==> config.mk <==
export PLATFORM = sky130hd
export DESIGN_NAME = fcl_top
export DESIGN_NICKNAME = d
export VERILOG_FILES = /design/src/rtl/fcl_pkg.sv /design/src/rtl/fcl_top.sv
export SDC_FILE = /design/constraint.sdc
export NUM_CORES = 1
export LEC_CHECK = 0
export BUFFER_PORTS_ARGS = -buffer_cell sky130_fd_sc_hd__buf_2
export CORE_UTILIZATION = 50
export DETAILED_ROUTE_END_ITERATION = 10
export PLACE_DENSITY = 0.67
export SLEW_MARGIN = 5
export SYNTH_ARGS = -nofsm -noshare
export SYNTH_HDL_FRONTEND = slang
export SYNTH_SLANG_ARGS = --single-unit
==> constraint.sdc <==
create_clock -name clk_i -period 18.25 [get_ports clk_i]
set_input_delay 0.9125 -clock clk_i [delete_from_list [all_inputs] [get_ports clk_i]]
set_output_delay 0.9125 -clock clk_i [all_outputs]
set_load 0.05 [all_outputs]
==> src/rtl/fcl_pkg.sv <==
package fcl_pkg;

  // ==========================================================
  // Register map
  localparam logic [7:0] OFS_CTRL = 8'h00;
  localparam logic [7:0] OFS_THRESH = 8'h04;
  localparam logic [7:0] OFS_MON = 8'h08;
  localparam logic [7:0] OFS_LIM = 8'h0C;
  localparam logic [7:0] OFS_PWM = 8'h10;
  localparam logic [7:0] OFS_STAT = 8'h14;
  localparam logic [7:0] OFS_REQ = 8'h18;

  localparam logic [31:0] CTRL_RST = 32'h0000_0300;
  localparam logic [31:0] THRESH_RST = 32'h0546_280A;
  localparam logic [31:0] MON_RST = 32'h001E_0078;
  localparam logic [31:0] LIM_RST = 32'h0000_0000;
  localparam logic [31:0] PWM_RST = 32'h000B_000A;

  // ==========================================================
  // Field positions
  localparam int F_AUTO = 0;
  localparam int F_LIMEN = 1;
  localparam int F_MONEN = 2;
  localparam int F_MODE = 3;
  localparam int F_RECOV = 6;
  localparam int F_HPOL = 8;
  localparam int F_SEND = 9;
  localparam int F_THR1 = 0;
  localparam int F_THR2 = 8;
  localparam int F_THR3 = 16;
  localparam int F_HYST = 24;
  localparam int F_MONT = 0;
  localparam int F_FALLB = 16;
  localparam int LIM_STRIDE = 8;
  localparam int F_LMODE = 0;
  localparam int F_LLO = 2;
  localparam int F_LHI = 4;
  localparam int F_PCYC = 0;
  localparam int F_SSPD = 16;
  localparam int F_SDWELL = 18;
  localparam int F_ST_SPD = 0;
  localparam int F_ST_FAULT = 2;
  localparam int F_ST_HEAT = 3;
  localparam int F_ST_AUTO = 4;
  localparam int F_ST_LIM = 5;
  localparam int F_ST_HV = 16;
  localparam int F_ST_CV = 24;
  localparam int F_REQ_SEND = 0;

  // ==========================================================
  // Timing
  localparam int CLK_HZ = 10_000_000;
  localparam int TICK_MS = 10;
  localparam int CYC_PER_TICK = CLK_HZ / 1000 * TICK_MS;
  localparam logic [6:0] TICKS_PER_S = 7'(1000 / TICK_MS);
  localparam logic [15:0] MON_MIN_S = 16'h001E;

  // ==========================================================
  // Enumerations
  typedef enum logic [2:0] {
    HV_1CV_2P = 3'h0, HV_1CV_4P_SW = 3'h1, HV_2CV_2P = 3'h2,
    HV_2CV_2P_SW = 3'h3, HV_2CV_4P = 3'h4
  } fcl_hvac_t;
  typedef enum logic [1:0] {
    LIM_INACT = 2'h0, LIM_HOLD = 2'h1, LIM_OFF = 2'h2, LIM_ON = 2'h3
  } fcl_lim_t;
  typedef enum logic [1:0] {
    SND_UPDATE = 2'h0, SND_CHANGE = 2'h1, SND_REQ = 2'h2, SND_BOTH = 2'h3
  } fcl_send_t;
  typedef enum logic [1:0] {
    RCV_KEEP = 2'h0, RCV_HEAT = 2'h1, RCV_COOL = 2'h2
  } fcl_recov_t;
  typedef enum logic [2:0] {
    FS_OFF = 3'b001, FS_START = 3'b010, FS_RUN = 3'b100
  } fcl_fan_t;

endpackage

==> src/rtl/fcl_top.sv <==
`timescale 1ns/1ps
// How it works
// - Fan turns on when control value reaches switch-on threshold, off below it.
// - One hysteresis, 0 to 31 percent, applies to all three speed thresholds.
// - Zero hysteresis switches speed exactly at each threshold crossing.
// - Upper point is threshold plus hysteresis, lower point threshold minus it.
// - Four one-bit limitation inputs, each restricting fan speed when enabled.
// - Start-up speed runs first from OFF, before limitation takes effect.
// - Limitation one has highest priority, four the lowest.
// - Emergency value is still bounded by an active limitation.
// - Manual action ends automatic mode; limitations stay in force.
// - Telegram 1 activates a limitation, telegram 0 releases it.
// - Active limitation sets its speed; out-of-range requests clamp to range edge.
// - Valves hold during limitation; recomputed and applied when it ends.
// - Per-limitation choice: inactive, unchanged, off or on within a range.
// - Selectable pipe-system mode; only the two single-value modes differ, the others drive heating from one value, cooling closed.
// - A valve deactivated by the mode is driven fully closed.
// - No control value within monitoring time raises fault and emergency mode.
// - Fault status: update only, send on change, on request, or both.
// - Emergency uses fallback value and drives heating valve by PWM.
// - Single-value two-pipe: combined value drives heating valve and fan.
// - Bus recovery sets heating/cooling: keep previous, heating or cooling.
// - Single-value four-pipe: toggle picks mode and closes the idle valve.
// - Toggle value equal to heating polarity selects heating, else cooling.
module fcl_top #(
  parameter int CYC_PER_TICK = fcl_pkg::CYC_PER_TICK
) (
  input wire logic clk_i,
  input wire logic sys_rst_i,
  input wire logic hsel_i,
  input wire logic [31:0] haddr_i,
  input wire logic [1:0] htrans_i,
  input wire logic hwrite_i,
  input wire logic [2:0] hsize_i,
  input wire logic [31:0] hwdata_i,
  input wire logic hready_i,
  output logic [31:0] hrdata_o,
  output logic hreadyout_o,
  output logic hresp_o,
  input wire logic ctl_stb_i,
  input wire logic [6:0] ctl_val_i,
  input wire logic cool_stb_i,
  input wire logic [6:0] cool_val_i,
  input wire logic [3:0] lim_stb_i,
  input wire logic [3:0] lim_val_i,
  input wire logic tog_stb_i,
  input wire logic tog_val_i,
  input wire logic manual_i,
  input wire logic [1:0] manual_spd_i,
  input wire logic bus_recov_i,
  output logic [1:0] fan_spd_o,
  output logic [6:0] heat_valve_o,
  output logic [6:0] cool_valve_o,
  output logic heat_pwm_o,
  output logic heating_o,
  output logic fault_o,
  output logic fault_send_o
);

  localparam int TW = $clog2(CYC_PER_TICK);

  // ==========================================================
  // Register bus
  logic [31:0] ctrl_r, thresh_r, mon_r, lim_cfg_r, pwm_r, stat_w, rd_mux, hrdata_r;
  logic wr_en_r, send_req_r, auto_r;
  logic [7:0] wr_ofs_r;
  logic addr_ok;
  logic [1:0] fan_spd_r;
  logic [6:0] heat_valve_r, cool_valve_r;
  logic fault_r, heating_r;
  logic [3:0] lim_act_r;

  assign addr_ok = hsel_i && hready_i && htrans_i[1];
  assign hreadyout_o = 1'b1;
  assign hresp_o = 1'b0;
  assign hrdata_o = hrdata_r;

  assign stat_w = {1'b0, cool_valve_r, 1'b0, heat_valve_r, 7'h00, lim_act_r, auto_r,
                   heating_r, fault_r, fan_spd_r};

  always_comb begin
    rd_mux = 32'h0000_0000;
    unique case (haddr_i[7:0])
      fcl_pkg::OFS_CTRL: begin
        rd_mux = ctrl_r;
        rd_mux[fcl_pkg::F_AUTO] = auto_r;
      end
      fcl_pkg::OFS_THRESH: rd_mux = thresh_r;
      fcl_pkg::OFS_MON: rd_mux = mon_r;
      fcl_pkg::OFS_LIM: rd_mux = lim_cfg_r;
      fcl_pkg::OFS_PWM: rd_mux = pwm_r;
      fcl_pkg::OFS_STAT: rd_mux = stat_w;
      default: rd_mux = 32'h0000_0000;
    endcase
    if (haddr_i[31:8] != 24'h00_0000) begin
      rd_mux = 32'h0000_0000;
    end
  end

  always_ff @(posedge clk_i) begin
    if (sys_rst_i) begin
      wr_en_r <= 1'b0;
      wr_ofs_r <= 8'h00;
      hrdata_r <= 32'h0000_0000;
    end else begin
      wr_en_r <= addr_ok && hwrite_i && (haddr_i[31:8] == 24'h00_0000);
      wr_ofs_r <= haddr_i[7:0];
      if (addr_ok && !hwrite_i) begin
        hrdata_r <= rd_mux;
      end
    end
  end

  always_ff @(posedge clk_i) begin
    if (sys_rst_i) begin
      ctrl_r <= fcl_pkg::CTRL_RST;
      thresh_r <= fcl_pkg::THRESH_RST;
      mon_r <= fcl_pkg::MON_RST;
      lim_cfg_r <= fcl_pkg::LIM_RST;
      pwm_r <= fcl_pkg::PWM_RST;
      send_req_r <= 1'b0;
    end else begin
      send_req_r <= 1'b0;
      if (wr_en_r) begin
        unique case (wr_ofs_r)
          fcl_pkg::OFS_CTRL: ctrl_r <= hwdata_i;
          fcl_pkg::OFS_THRESH: thresh_r <= hwdata_i;
          fcl_pkg::OFS_MON: mon_r <= hwdata_i;
          fcl_pkg::OFS_LIM: lim_cfg_r <= hwdata_i;
          fcl_pkg::OFS_PWM: pwm_r <= hwdata_i;
          fcl_pkg::OFS_REQ: send_req_r <= hwdata_i[fcl_pkg::F_REQ_SEND];
          default: send_req_r <= 1'b0;
        endcase
      end
    end
  end

  // ==========================================================
  // Configuration fields
  logic lim_en, mon_en, heat_pol;
  logic [2:0] hv_mode;
  logic [1:0] recov_mode, send_mode, start_spd;
  logic [6:0] fallback;
  logic [4:0] hyst;
  logic [15:0] mon_time, pcyc;
  logic [7:0] dwell_s;

  assign lim_en = ctrl_r[fcl_pkg::F_LIMEN];
  assign mon_en = ctrl_r[fcl_pkg::F_MONEN];
  assign heat_pol = ctrl_r[fcl_pkg::F_HPOL];
  assign hv_mode = ctrl_r[fcl_pkg::F_MODE +: 3];
  assign recov_mode = ctrl_r[fcl_pkg::F_RECOV +: 2];
  assign send_mode = ctrl_r[fcl_pkg::F_SEND +: 2];
  assign hyst = thresh_r[fcl_pkg::F_HYST +: 5];
  assign mon_time = (mon_r[fcl_pkg::F_MONT +: 16] < fcl_pkg::MON_MIN_S) ?
                    fcl_pkg::MON_MIN_S : mon_r[fcl_pkg::F_MONT +: 16];
  assign fallback = mon_r[fcl_pkg::F_FALLB +: 7];
  assign pcyc = pwm_r[fcl_pkg::F_PCYC +: 16];
  assign start_spd = pwm_r[fcl_pkg::F_SSPD +: 2];
  assign dwell_s = pwm_r[fcl_pkg::F_SDWELL +: 8];

  // ==========================================================
  // Time base: 10 ms tick and one-second tick
  logic [TW-1:0] div_r;
  logic [6:0] sub_r;
  logic tick_r, sec_r;

  always_ff @(posedge clk_i) begin
    if (sys_rst_i) begin
      div_r <= '0;
      sub_r <= 7'h00;
      tick_r <= 1'b0;
      sec_r <= 1'b0;
    end else begin
      tick_r <= 1'b0;
      sec_r <= 1'b0;
      if (div_r == TW'(CYC_PER_TICK - 1)) begin
        div_r <= '0;
        tick_r <= 1'b1;
      end else begin
        div_r <= div_r + TW'(1);
      end
      if (tick_r) begin
        if (sub_r == fcl_pkg::TICKS_PER_S - 7'h01) begin
          sub_r <= 7'h00;
          sec_r <= 1'b1;
        end else begin
          sub_r <= sub_r + 7'h01;
        end
      end
    end
  end

  // ==========================================================
  // Control value reception and timeout monitoring
  logic [6:0] cv_r, xcool_r, cv_eff;
  logic [15:0] mon_cnt_r;
  logic fault_d_r, fault_send_r;

  always_ff @(posedge clk_i) begin
    if (sys_rst_i) begin
      cv_r <= 7'h00;
      xcool_r <= 7'h00;
    end else begin
      if (ctl_stb_i) begin
        cv_r <= ctl_val_i;
      end
      if (cool_stb_i) begin
        xcool_r <= cool_val_i;
      end
    end
  end

  always_ff @(posedge clk_i) begin
    if (sys_rst_i) begin
      mon_cnt_r <= 16'h0000;
      fault_r <= 1'b0;
    end else if (ctl_stb_i || !mon_en) begin
      mon_cnt_r <= 16'h0000;
      fault_r <= 1'b0;
    end else if (sec_r && !fault_r) begin
      mon_cnt_r <= mon_cnt_r + 16'h0001;
      // Full span elapsed, never early
      if (mon_cnt_r >= mon_time) begin
        fault_r <= 1'b1;
      end
    end
  end

  assign cv_eff = fault_r ? fallback : cv_r;

  always_ff @(posedge clk_i) begin
    if (sys_rst_i) begin
      fault_d_r <= 1'b0;
      fault_send_r <= 1'b0;
    end else begin
      fault_d_r <= fault_r;
      fault_send_r <= ((fault_r != fault_d_r) && send_mode[0]) ||
                      (send_req_r && send_mode[1]);
    end
  end

  // ==========================================================
  // Speed bands with hysteresis
  logic [7:0] thr [3];
  logic [7:0] up_pt [3];
  logic [7:0] dn_pt [3];
  logic [1:0] lvl_up, lvl_dn, auto_spd_r, man_spd_r, req_spd;

  assign thr[0] = {1'b0, thresh_r[fcl_pkg::F_THR1 +: 7]};
  assign thr[1] = {1'b0, thresh_r[fcl_pkg::F_THR2 +: 7]};
  assign thr[2] = {1'b0, thresh_r[fcl_pkg::F_THR3 +: 7]};

  always_comb begin
    lvl_up = 2'h0;
    lvl_dn = 2'h0;
    for (int i = 0; i < 3; i++) begin
      up_pt[i] = thr[i] + {3'h0, hyst};
      dn_pt[i] = (thr[i] > {3'h0, hyst}) ? thr[i] - {3'h0, hyst} : 8'h00;
      if ({1'b0, cv_eff} >= up_pt[i]) begin
        lvl_up = lvl_up + 2'h1;
      end
      if ({1'b0, cv_eff} >= dn_pt[i]) begin
        lvl_dn = lvl_dn + 2'h1;
      end
    end
  end

  always_ff @(posedge clk_i) begin
    if (sys_rst_i) begin
      auto_spd_r <= 2'h0;
    end else if (lvl_up > auto_spd_r) begin
      auto_spd_r <= lvl_up;
    end else if (lvl_dn < auto_spd_r) begin
      auto_spd_r <= lvl_dn;
    end
  end

  always_ff @(posedge clk_i) begin
    if (sys_rst_i) begin
      auto_r <= 1'b0;
      man_spd_r <= 2'h0;
    end else if (manual_i) begin
      auto_r <= 1'b0;
      man_spd_r <= manual_spd_i;
    end else if (wr_en_r && wr_ofs_r == fcl_pkg::OFS_CTRL && hwdata_i[fcl_pkg::F_AUTO]) begin
      auto_r <= 1'b1;
    end
  end

  assign req_spd = auto_r ? auto_spd_r : man_spd_r;

  // ==========================================================
  // Limitations
  logic lim_any, lim_any_d_r;
  logic [1:0] win_idx, lim_spd, held_spd_r, lo_spd, hi_spd, target;
  fcl_pkg::fcl_lim_t win_mode;

  always_ff @(posedge clk_i) begin
    if (sys_rst_i) begin
      lim_act_r <= 4'h0;
    end else if (!lim_en) begin
      lim_act_r <= 4'h0;
    end else begin
      for (int i = 0; i < 4; i++) begin
        if (lim_stb_i[i]) begin
          lim_act_r[i] <= lim_val_i[i];
        end
      end
    end
  end

  always_comb begin
    lim_any = 1'b0;
    win_idx = 2'h0;
    for (int i = 3; i >= 0; i--) begin
      if (lim_act_r[i] && lim_cfg_r[i * fcl_pkg::LIM_STRIDE + fcl_pkg::F_LMODE +: 2] !=
          fcl_pkg::LIM_INACT) begin
        lim_any = 1'b1;
        win_idx = 2'(i);
      end
    end
  end

  assign win_mode = fcl_pkg::fcl_lim_t'(
      lim_cfg_r[win_idx * fcl_pkg::LIM_STRIDE + fcl_pkg::F_LMODE +: 2]);
  assign lo_spd = lim_cfg_r[win_idx * fcl_pkg::LIM_STRIDE + fcl_pkg::F_LLO +: 2];
  assign hi_spd = lim_cfg_r[win_idx * fcl_pkg::LIM_STRIDE + fcl_pkg::F_LHI +: 2];

  always_comb begin
    lim_spd = req_spd;
    unique case (win_mode)
      fcl_pkg::LIM_INACT: lim_spd = req_spd;
      fcl_pkg::LIM_HOLD: lim_spd = lim_any_d_r ? held_spd_r : fan_spd_r;
      fcl_pkg::LIM_OFF: lim_spd = 2'h0;
      fcl_pkg::LIM_ON: begin
        if (req_spd < lo_spd) begin
          lim_spd = lo_spd;
        end else if (req_spd > hi_spd) begin
          lim_spd = hi_spd;
        end
      end
    endcase
  end

  always_ff @(posedge clk_i) begin
    if (sys_rst_i) begin
      lim_any_d_r <= 1'b0;
      held_spd_r <= 2'h0;
    end else begin
      lim_any_d_r <= lim_any;
      if (lim_any && !lim_any_d_r) begin
        held_spd_r <= fan_spd_r;
      end
    end
  end

  assign target = lim_any ? lim_spd : req_spd;

  // ==========================================================
  // Fan start-up sequencing
  fcl_pkg::fcl_fan_t fan_st_r;
  logic [7:0] dwell_r;

  always_ff @(posedge clk_i) begin
    if (sys_rst_i) begin
      fan_st_r <= fcl_pkg::FS_OFF;
      fan_spd_r <= 2'h0;
      dwell_r <= 8'h00;
    end else begin
      unique case (fan_st_r)
        fcl_pkg::FS_OFF: begin
          fan_spd_r <= 2'h0;
          if (target != 2'h0 && start_spd != 2'h0) begin
            fan_st_r <= fcl_pkg::FS_START;
            fan_spd_r <= start_spd;
            dwell_r <= dwell_s;
          end else if (target != 2'h0) begin
            fan_st_r <= fcl_pkg::FS_RUN;
            fan_spd_r <= target;
          end
        end
        fcl_pkg::FS_START: begin
          if (sec_r && dwell_r != 8'h00) begin
            dwell_r <= dwell_r - 8'h01;
          end else if (dwell_r == 8'h00) begin
            fan_st_r <= fcl_pkg::FS_RUN;
          end
        end
        fcl_pkg::FS_RUN: begin
          fan_spd_r <= target;
          if (target == 2'h0) begin
            fan_st_r <= fcl_pkg::FS_OFF;
          end
        end
        default: fan_st_r <= fcl_pkg::FS_OFF;
      endcase
    end
  end

  // ==========================================================
  // Heating/cooling selection and valves
  logic [6:0] hv_nxt, cv_nxt;
  logic [23:0] phase_r, per_ticks, on_ticks;
  logic pwm_r_on;

  always_ff @(posedge clk_i) begin
    if (sys_rst_i) begin
      heating_r <= 1'b1;
    end else if (bus_recov_i && recov_mode == fcl_pkg::RCV_HEAT) begin
      heating_r <= 1'b1;
    end else if (bus_recov_i && recov_mode == fcl_pkg::RCV_COOL) begin
      heating_r <= 1'b0;
    end else if (tog_stb_i) begin
      heating_r <= (tog_val_i == heat_pol);
    end
  end

  always_comb begin
    hv_nxt = 7'h00;
    cv_nxt = 7'h00;
    unique case (fcl_pkg::fcl_hvac_t'(hv_mode))
      fcl_pkg::HV_1CV_2P: begin
        hv_nxt = cv_eff;
        cv_nxt = xcool_r;
      end
      fcl_pkg::HV_1CV_4P_SW: begin
        hv_nxt = heating_r ? cv_eff : 7'h00;
        cv_nxt = heating_r ? 7'h00 : cv_eff;
      end
      default: hv_nxt = cv_eff;
    endcase
  end

  always_ff @(posedge clk_i) begin
    if (sys_rst_i) begin
      heat_valve_r <= 7'h00;
      cool_valve_r <= 7'h00;
    end else if (!lim_any) begin
      heat_valve_r <= hv_nxt;
      cool_valve_r <= cv_nxt;
    end
  end

  assign per_ticks = 24'(pcyc * fcl_pkg::TICKS_PER_S);
  assign on_ticks = 24'(pcyc * fallback);

  always_ff @(posedge clk_i) begin
    if (sys_rst_i) begin
      phase_r <= 24'h00_0000;
      pwm_r_on <= 1'b0;
    end else begin
      if (tick_r) begin
        phase_r <= (phase_r + 24'h00_0001 >= per_ticks) ? 24'h00_0000 : phase_r + 24'h00_0001;
      end
      pwm_r_on <= fault_r && (phase_r < on_ticks);
    end
  end

  assign fan_spd_o = fan_spd_r;
  assign heat_valve_o = heat_valve_r;
  assign cool_valve_o = cool_valve_r;
  assign heat_pwm_o = pwm_r_on;
  assign heating_o = heating_r;
  assign fault_o = fault_r;
  assign fault_send_o = fault_send_r;
endmodule // fcl_top

# Yosys cells after proc, flatten, opt, wreduce, memory -nomap -nowiden
# Cells that the tools add are included.
# totals
regBits	326
in_bits	104
# classes
bitwise	4
n_eq_ne	29
n_mul	2
reduce_logical	60
order_cmp	17
mux	51
add_sub_neg	17
shift	3
# ops
cell	count
32-bit case mux with 6 select lines	1
32-bit by 7-bit indexed part select with 2-bit output	2
7-bit by 8-bit >= comparator with 1-bit output	6
8-bit 2-to-1 mux	5
7-bit 2-to-1 mux	5
2-bit 2-to-1 mux	17
8-bit by 4-bit == test with 1-bit output, second input constant	4
8-bit by 5-bit == test with 1-bit output, second input constant	4
32-bit 2-to-1 mux	1
32-bit by 6-bit indexed part select with 2-bit output	1
24-bit by 1-bit adder with 24-bit output, second input constant	1
7-bit by 5-bit adder with 8-bit output	3
24-bit by 23-bit >= comparator with 1-bit output	1
24-bit logical NOT	1
8-bit logical NOT	3
24-bit by 23-bit < comparator with 1-bit output	1
24-bit 2-to-1 mux	1
24-bit nonzero test	1
7-bit by 5-bit subtractor with 8-bit output	3
16-bit by 7-bit multiplier with 23-bit output	1
7-bit by 5-bit > comparator with 1-bit output	3
16-bit by 5-bit multiplier with 21-bit output, second input constant	1
1-bit logical AND	20
2-bit nonzero test	10
42 further kinds	87

# Depth between registers and ports, before layout
# Gate-level depths: netlist of run 1.
# depth
word_depth	17
mapped_depth	32
mapped_depth_nobuf	31

# Worst setup path before layout of run 1
# No wires, ideal clock.
# synth_path
path_type	register to register
startpoint	reg mon_r[22]
endpoint	reg pwm_r_on, in the netlist heat_pwm_o
setup_time_ns	0.060
t_arrival_ns	5.833
stages_incl_launch_ff	27
setup_slack_ns	12.358
required_ns	18.190
cell_sequence	dfxtp_1 > clkbuf_1 > clkbuf_1 > and2_1 > fa_1 > fa_1 > fa_1 > inv_1 > fa_1 > inv_1 > ha_1 > a21o_1 > a21oi_1 > a31oi_1 > nand4_1 > nand2_1 > or4_1 > a31oi_1 > xor2_1 > ha_1 > nor2b_1 > o21ai_0 > nand2b_1 > a21oi_1 > nor2b_1 > o21ai_0 > o311a_1
# synth_between
elab_chain_cells	3
# synth_lines
item	line_no	text
start: declaration	fcl_top.sv:64	logic [31:0] ctrl_r, thresh_r, mon_r, lim_cfg_r, pwm_r, stat_w, rd_mux, hrdata_r;
start signal: assignment	fcl_top.sv:118	mon_r <= fcl_pkg::MON_RST;
start signal: assignment	fcl_top.sv:128	fcl_pkg::OFS_MON: mon_r <= hwdata_i;
16-bit by 7-bit multiplier with 23-bit output	fcl_top.sv:446	assign on_ticks = 24'(pcyc * fallback);
24-bit by 23-bit < comparator with 1-bit output	fcl_top.sv:456	pwm_r_on <= fault_r && (phase_r < on_ticks);
1-bit logical AND	fcl_top.sv:456	
end signal: assignment	fcl_top.sv:456	
end: declaration	fcl_top.sv:405	logic pwm_r_on;
# Every way passes these cells.
# A chain may end at the register's enable or synchronous reset.

# Worst setup path in the final report of run 1
# layout_path
startpoint	reg mon_r[18]
endpoint	reg pwm_r_on, in the netlist heat_pwm_o
# Same word-level chain as after synthesis.

==> key figures, run 1 <==
Setup path
  – CP cell instances: and2_1 > fa_1 > fa_1 > fa_1 > inv_1 > fa_1 > inv_1 > ha_1 > and3_1 > o311ai_0 > a31oi_1 > nand4_1 > nand2_1 > or4_1 > a31oi_1 > xor2_1 > ha_1 > nor2b_1 > o21ai_0 > nand2b_1 > a21oi_1 > nor2b_1 > o21ai_0 > o311a_1
  – Worst Setup Start Kind: flop
  – Slowest cell on crit path: dfxtp_1
  – Reg-to-reg slack, setup: 11.50 ns
  – Reg2Reg Capture Point: heat_pwm_o
  – Crit path kind: flop to flop
  – Data required time at the worst endpoint: 18.76 ns
  – Cells on worst reg2reg path: 24
  – Max incr delay on CP: about 0.98 ns
  – Most frequent CP cell: fa_1
  – Reg2reg start: mon_r[18]
  – CP Capture Type: flop
  – CP arrival: around 7.3 ns
  – Critical-path maximum fanout: 19

Synth
  – Async S/R FF share, synth: 0%
  – Proportion of synthesized area in mux cells: 4.83%
  – Fraction of the mapped netlist area in compound gates: roughly 16%
  – Cell area after synthesis: around 23000 µm²
  – Most numerous cell in the Yosys netlist: nand2_1
  – Top post-synthesis cells by area: dfxtp_1, ha_1, nand2_1
  – Synth area leader: dfxtp_1
  – Register area share after synthesis: 27.8%
  – Synth Net Count: roughly 3300
  – Simple-Gate Fraction of Synth Area: about a fifth
  – Post-Syn Instances: slightly below 3000
  – Number of synthesized flops with an enable pin: 0
  – Synth Flop Type: dfxtp_1
  – Post-synth top cells: nand2_1, dfxtp_1, a21oi_1
  – Synth top area share: roughly 28%
  – #FFs+latches synth: approximately 330
  – Synth cell types: 79
  – Post-synthesis adder-cell area fraction: ~20%
  – YS warnings: 0
  – XOR/XNOR Fraction of Synth Area: under 10%
  – Avg Cell Area, Syn: ~8.1 µm²
  – Main combinational cell family by area after synthesis: simple AND/OR/NAND/NOR gates

Placement
  – Placer congestion estimate: between 0.9 and 1
  – Pre-CTS WS: approximately 12 ns
  – Port Buffers: 151
  – Placed cell areas: around 25000 µm²
  – Detailed Place HPWL: about 51000 µm

Timing
  – Slew HR: 22.5%
  – Setup Skew: ~0.024 ns
  – RSZ-0062 raised after global routing: false
  – TNS Setup: 0 ns
  – Final Critical Period: 6.75 ns
  – Period utilisation layout: a little under two fifths
  – Pins Over Slew Limit: 0
  – Setup ws final: around 12 ns
  – Setup violators final: 0
  – Achievable Freq: between 100 and 150 MHz
  – Final hold vios: 0
  – Slew at the pin with the worst max-slew slack: 1.16 ns

Cells and area
  – FILL cells: roughly 4200
  – Fin area: approximately 26000 µm²
  – Area delta synth->final: 10.7%
  – Share of cells above drive strength 1: under 10%
  – Final nets: between 3000 and 4000
  – Final core area utilization: 56.6%

Global routing
  – First-pass GRT wire length: between 100000 and 150000 µm
  – Pin count of the biggest net entering global routing: slightly below 90
  – Vias in the first global route: approximately 20000
  – Initial antenna violation count: 8
  – Total gr overflow: 0
  – Gr usage total: ~29%

Power and ir drop
  – Power Dens Cells: between 60 and 70 nW/µm²
  – Overall power: 1.65 mW
  – VDD IR max: 0.0802 mV
  – Static leakage: around 12 nW

CTS
  – Post-CTS resize count: 0
  – CTS tree: built
  – Clock transition at path regs: around 0.06 ns
  – Post-CTS Setup Bufs: 0
  – Clock root buffer: clkbuf_16
  – Num Clock Sinks: around 330
  – CTS Hold Bufs: 0
  – Max Root-Sink Buffers: 3
  – Worst-skew pair later-pin latency: approximately 0.57 ns
  – Num CTS Buffers: 38
  – CTS H-tree lvls: 2

Floorplanning
  – Io pins: ~160
  – Die ar.: between 40000 and 50000 µm²
  – Starting Density: around half
  – Die Y-Extent: between 200 and 250 µm
  – Core area: between 40000 and 50000 µm²
  – Die Width: roughly 220 µm
  – Row count: 78

Route
  – WL/cell: about 19 µm
  – 1st-pass router iterations: 6
  – Routed Wire Length: between 60000 and 70000 µm
  – DR vias/cell: 5.81
  – Vias: about 21000
  – Post-DRT Antenna Nets: 0
  – DRC viols: 0
  – 1st-iter DRT viols: 1612

Worst hold path
  – Hold Path Depth: 2
  – Worst hold path type: flop to flop
  – Hold wc startpoint: hrdata_o[18]
  – Hold Path End: hrdata_o[18]

Run status
  – Status: finished, final reports clean

Flow run
  – Max cap viols: 0
[placed cells by master (no fill, tap or decap), types with 15 or more instances in the layout]
cell       count
a21o_1        48
a21oi_1      260
a22oi_1       30
a31oi_1       20
and2_1        87
and3_1        25
buf_2        149
buf_4         30
clkbuf_16     39
clkbuf_8      15
dfxtp_1      325
fa_1          86
ha_1         243
inv_1        204
mux2i_1      100
nand2_1      475
nand2b_1      36
nand3_1       32
nand3b_1      26
nand4_1       21
nor2_1       173
nor2b_1       38
nor3_1        41
nor4_1        18
o21ai_0       89
o22ai_1       25
or2_2         16
or3_1         19
xnor2_1       51
xor2_1        59
[critical path, delay by kind of cell (launching register included)]
| family | cells | cell delay (ns) |
|---|---|---|
| AND/OR/NAND/NOR | 8 | 1.49 |
| AO/OA/AOI/OAI | 7 | 1.32 |
| buffers and inverters | 2 | 0.10 |
| XOR/XNOR | 1 | 0.18 |
| adder cells (fa/ha/maj) | 6 | 2.59 |
| flip-flops | 1 | 0.98 |
[area by class of cell]
type / count / area, µm² / area share [%]
clock buffer: 57 / 1180 / 4.57
clock inverter: 13 / 149 / 0.575
antenna: 5 / 12.5 / 0.0483
tap: 600 / 751 / 2.90
timing repair buffer: 180 / 985 / 3.80
inverter: 204 / 766 / 2.96
sequential: 325 / 6510 / 25.1
multi-input combinational: 2200 / 15500 / 60.0
[state kept, by name (all words and copies together), names as in the netlist, 8 cells and up]
signal	count
lim_cfg_r	32
mon_r	32
dwell_r	8
phase_r	24
thresh_r	32
wr_ofs_r	8
ctrl_r	31
div_r	17
hrdata_o	32
pwm_r	32
mon_cnt_r	16
[cell families after synthesis]
logic type	count (synthesis)
other	2
multiplexers	111
adder cells (fa/ha/maj)	329
XOR/XNOR	110
flip-flops	325
buffers and inverters	356
AO/OA/AOI/OAI	602
AND/OR/NAND/NOR	1046
[where the power goes]
part           leakage, nW  total, mW  internal [mW]  switching (mW)
combinational         8.28      0.122         0.0452          0.0769
clock                0.653      0.801          0.480           0.320
sequential            2.63      0.728          0.718          0.0101
total                 11.6       1.65           1.24           0.407
[stage by stage]
step / hold WS (ns) / cells
2_1_floorplan: 0.436 / 2881
3_3_place_gp: 0.440 / 3509
3_5_place_dp: 0.441 / 3509
4_1_cts: 0.449 / 3579
5_1_grt: 0.461 / 3583
6_report: 0.447 / 3584
[worst max path at each step]
stage              start          to  cells after the start
6_report       mon_r[18]  heat_pwm_o                     24
5_1_grt        mon_r[18]  heat_pwm_o                     25
4_1_cts        mon_r[18]  heat_pwm_o                     24
3_5_place_dp   mon_r[18]  heat_pwm_o                     24
3_3_place_gp   mon_r[18]  heat_pwm_o                     24
2_1_floorplan  mon_r[22]  heat_pwm_o                     26
[routing by layer]
metal	up-vias	global-route usage, %	part of all wire, %
met5	-	0	0.10
met4	6	11.7	3.7
met3	135	5.62	7.9
met2	775	44.3	44
met1	9945	38.9	45
li1	9969	-	-
Note: power is estimated with default switching activity, not from simulation.
==> inputs of run 2 (changes only) <==
==> constraint.sdc (replaced) <==
create_clock -name clk_i -period 6.5 [get_ports clk_i]
set_input_delay 0.325 -clock clk_i [delete_from_list [all_inputs] [get_ports clk_i]]
set_output_delay 0.325 -clock clk_i [all_outputs]
set_load 0.05 [all_outputs]
==> run 2 against run 1 <==
First-iteration DRC count rose by 11%. Wire length rose by 1.5%. Count of clock-buffer cells in the layout is 4 lower. Cell count up 0.92%. Non-clock buffer count rose by 37. Final area rose by 0.98%. Setup slack got worse by 11 ns. Global-route usage is 0.42 points higher. Clock skew shrank 0.0033 ns. Core utilization increased by 0.55 points. Power rose to 2.8 times the previous value.
==> key figures, run 2 (synthesis results as in run 1) <==
Run status
  – Status: finished, final reports clean

CTS
  – Clock root buffer: clkbuf_16
  – Num CTS Buffers: 38
  – CTS H-tree lvls: 2
  – Worst-skew pair later-pin latency: roughly 0.56 ns
  – Clock transition at path regs: 0.06 ns
  – Num Clock Sinks: around 330
  – CTS tree: built
  – Max Root-Sink Buffers: 3

Setup path
  – Max incr delay on CP: roughly 0.54 ns
  – Worst Setup Start Kind: flop
  – Crit path kind: flop to flop
  – Slowest cell on crit path: fa_1
  – Most frequent CP cell: fa_1
  – Data required time at the worst endpoint: ~7.0 ns
  – Reg2Reg Capture Point: heat_pwm_o
  – CP Capture Type: flop
  – CP arrival: ~6.6 ns
  – CP cell instances: and2_1 > fa_1 > fa_1 > fa_1 > inv_1 > fa_1 > inv_1 > ha_1 > and3_1 > o311ai_0 > a31oi_1 > nand4_1 > nand2_1 > or4_1 > a31oi_2 > xor2_1 > ha_1 > nor2b_1 > o21ai_0 > nand2b_1 > a21oi_1 > nor2b_1 > o21ai_0 > o311a_1
  – Reg-to-reg slack, setup: 0.39 ns
  – Cells on worst reg2reg path: 24
  – Crit. Startpoint: mon_r[20]
  – Worst Setup EP: heat_pwm_o
  – Reg2reg start: mon_r[20]
  – Critical-path maximum fanout: 8

Cells and area
  – Most frequent cells in the layout: nand2_1, dfxtp_1, a21oi_1
  – Final nets: 3419
  – Commonest non-fill, non-tap cell in the layout: nand2_1
  – Share of cells above drive strength 1: around a tenth
  – Area delta synth->final: 11.8%
  – Fin area: approximately 26000 µm²

Placement
  – Port Buffers: roughly 150
  – Placer congestion estimate: 0.927
  – Placed cell areas: roughly 25000 µm²
  – Detailed Place HPWL: slightly above 50000 µm

Global routing
  – Gr usage total: 29.0%
  – First-pass GRT wire length: 108000 µm
  – Initial antenna violation count: 6
  – Pin count of the biggest net entering global routing: 95
  – Vias in the first global route: roughly 20000
  – Total gr overflow: 0

Floorplanning
  – Die Width: about 220 µm
  – Die Y-Extent: between 200 and 250 µm
  – Starting Density: 51.1%
  – Die ar.: roughly 48000 µm²
  – Row count: 78
  – Core area: approximately 46000 µm²
  – Io pins: about 160

Route
  – WL/cell: between 15 and 20 µm
  – DRC viols: 0
  – 1st-iter DRT viols: 1786
  – Post-DRT Antenna Nets: 0
  – DR vias/cell: about 5.8
  – Routed Wire Length: between 60000 and 70000 µm
  – Vias: 20982
  – 1st-pass router iterations: 8

Power and ir drop
  – Psw: between 1 and 1.5 mW
  – Logic pwr share: roughly 7.6%
  – VDD IR max: 0.201 mV
  – Power Dens Cells: ~180 nW/µm²
  – Switching Fraction: approximately 25%
  – Pint: between 3 and 4 mW
  – Static leakage: around 12 nW
  – Sequential share of power: between 40% and 50%
  – Overall power: ~4.6 mW
  – Clock share of power: between 40% and 50%

Timing
  – Period utilisation layout: a little over nine tenths
  – Setup violators final: 0
  – Final hold vios: 0
  – TNS Setup: 0 ns
  – RSZ-0062 raised after global routing: false
  – Setup Skew: between 0.02 and 0.025 ns
  – Slew at the pin with the worst max-slew slack: ~1.2 ns
  – Achievable Freq: around 160 MHz
  – Final Critical Period: around 6 ns
  – Slew HR: about a fifth
  – Pins Over Slew Limit: 0

Worst hold path
  – Worst hold path type: input port to flop

Flow run
  – Max cap viols: 0
run 2: changes by cell type in the layout (fill, tap and decap cells not counted), sizes merged:
cell,before,now
buf,179,197
bufinv,2,4
clkbuf,58,54
diode,5,4
dlygate4sd3,0,19
inv,206,205
run 2: worst min path at each step:
stage,startpoint,end,slack [ns],depth (start not counted)
2_1_floorplan,manual_i,auto_r,0.40,1
3_3_place_gp,hrdata_o[29],hrdata_o[29],0.44,2
3_5_place_dp,hrdata_o[28],hrdata_o[28],0.44,2
4_1_cts,cool_val_i[4],xcool_r[4],0.0006,3
5_1_grt,cool_val_i[4],xcool_r[4],0.03,3
6_report,cool_val_i[4],xcool_r[4],0.02,3
run 2: area by class of cell:
class	count	area, µm²
Inverter	204	766
Tap cell	600	751
Clock inverter	14	193
Sequential cell	325	6520
Fill cell	4120	19600
Clock buffer	53	1060
Timing Repair Buffer	217	1310
Multi-Input combinational cell	2200	15500
Antenna cell	4	10.0
run 2: per-stage QoR:
step	cells	hold WS (ns)	util (%)	setup WS [ns]
after floorplan	2881	0.404	-	0.608
after global placement	3526	0.439	53.9	0.307
after detailed placement	3526	0.441	53.9	0.217
after CTS	3612	0.000632	57.1	0.150
after global routing	3616	0.0326	57.1	0.0150
final	3617	0.0203	57.1	0.386
run 2: timing repair:
| action | in CTS | in global routing |
|---|---|---|
| endpoints found under the setup margin | 0 | 2 |
| endpoints found under the hold margin | 18 | 0 |
| resized for setup | 0 | 10 |
| hold buffers | 19 | 0 |
| buffers inserted | 0 | 1 |
run 2: worst max-delay path: cells and delay by family, from the launching register on:
kind / cells / cell delay, ns
adder cells (fa/ha/maj): 6 / 2.65
buffers and inverters: 2 / 0.09
flip-flops: 1 / 0.51
XOR/XNOR: 1 / 0.16
AO/OA/AOI/OAI: 7 / 1.22
AND/OR/NAND/NOR: 8 / 1.40
run 2: power by group through the flow:
stage | registers, mW | clock network [mW] | logic, mW
2_1_floorplan | 2.09 | 0 | 0.207
3_3_place_gp | 2.09 | 0 | 0.326
3_5_place_dp | 2.09 | 0 | 0.337
4_1_cts | 2.05 | 2.21 | 0.347
5_1_grt | 2.05 | 2.30 | 0.383
6_report | 2.05 | 2.18 | 0.350
run 2: layer usage:
layer  part of all wire (%)  track usage (%)  up-vias  wire length, µm
met5                  0.032                0        -               22
met4                    3.5             10.6        4             2420
met3                    8.7             5.16      146             6060
met2                     45             45.8      810            31300
met1                     43             39.5     9980            29900
li1                       -                -    10042                -
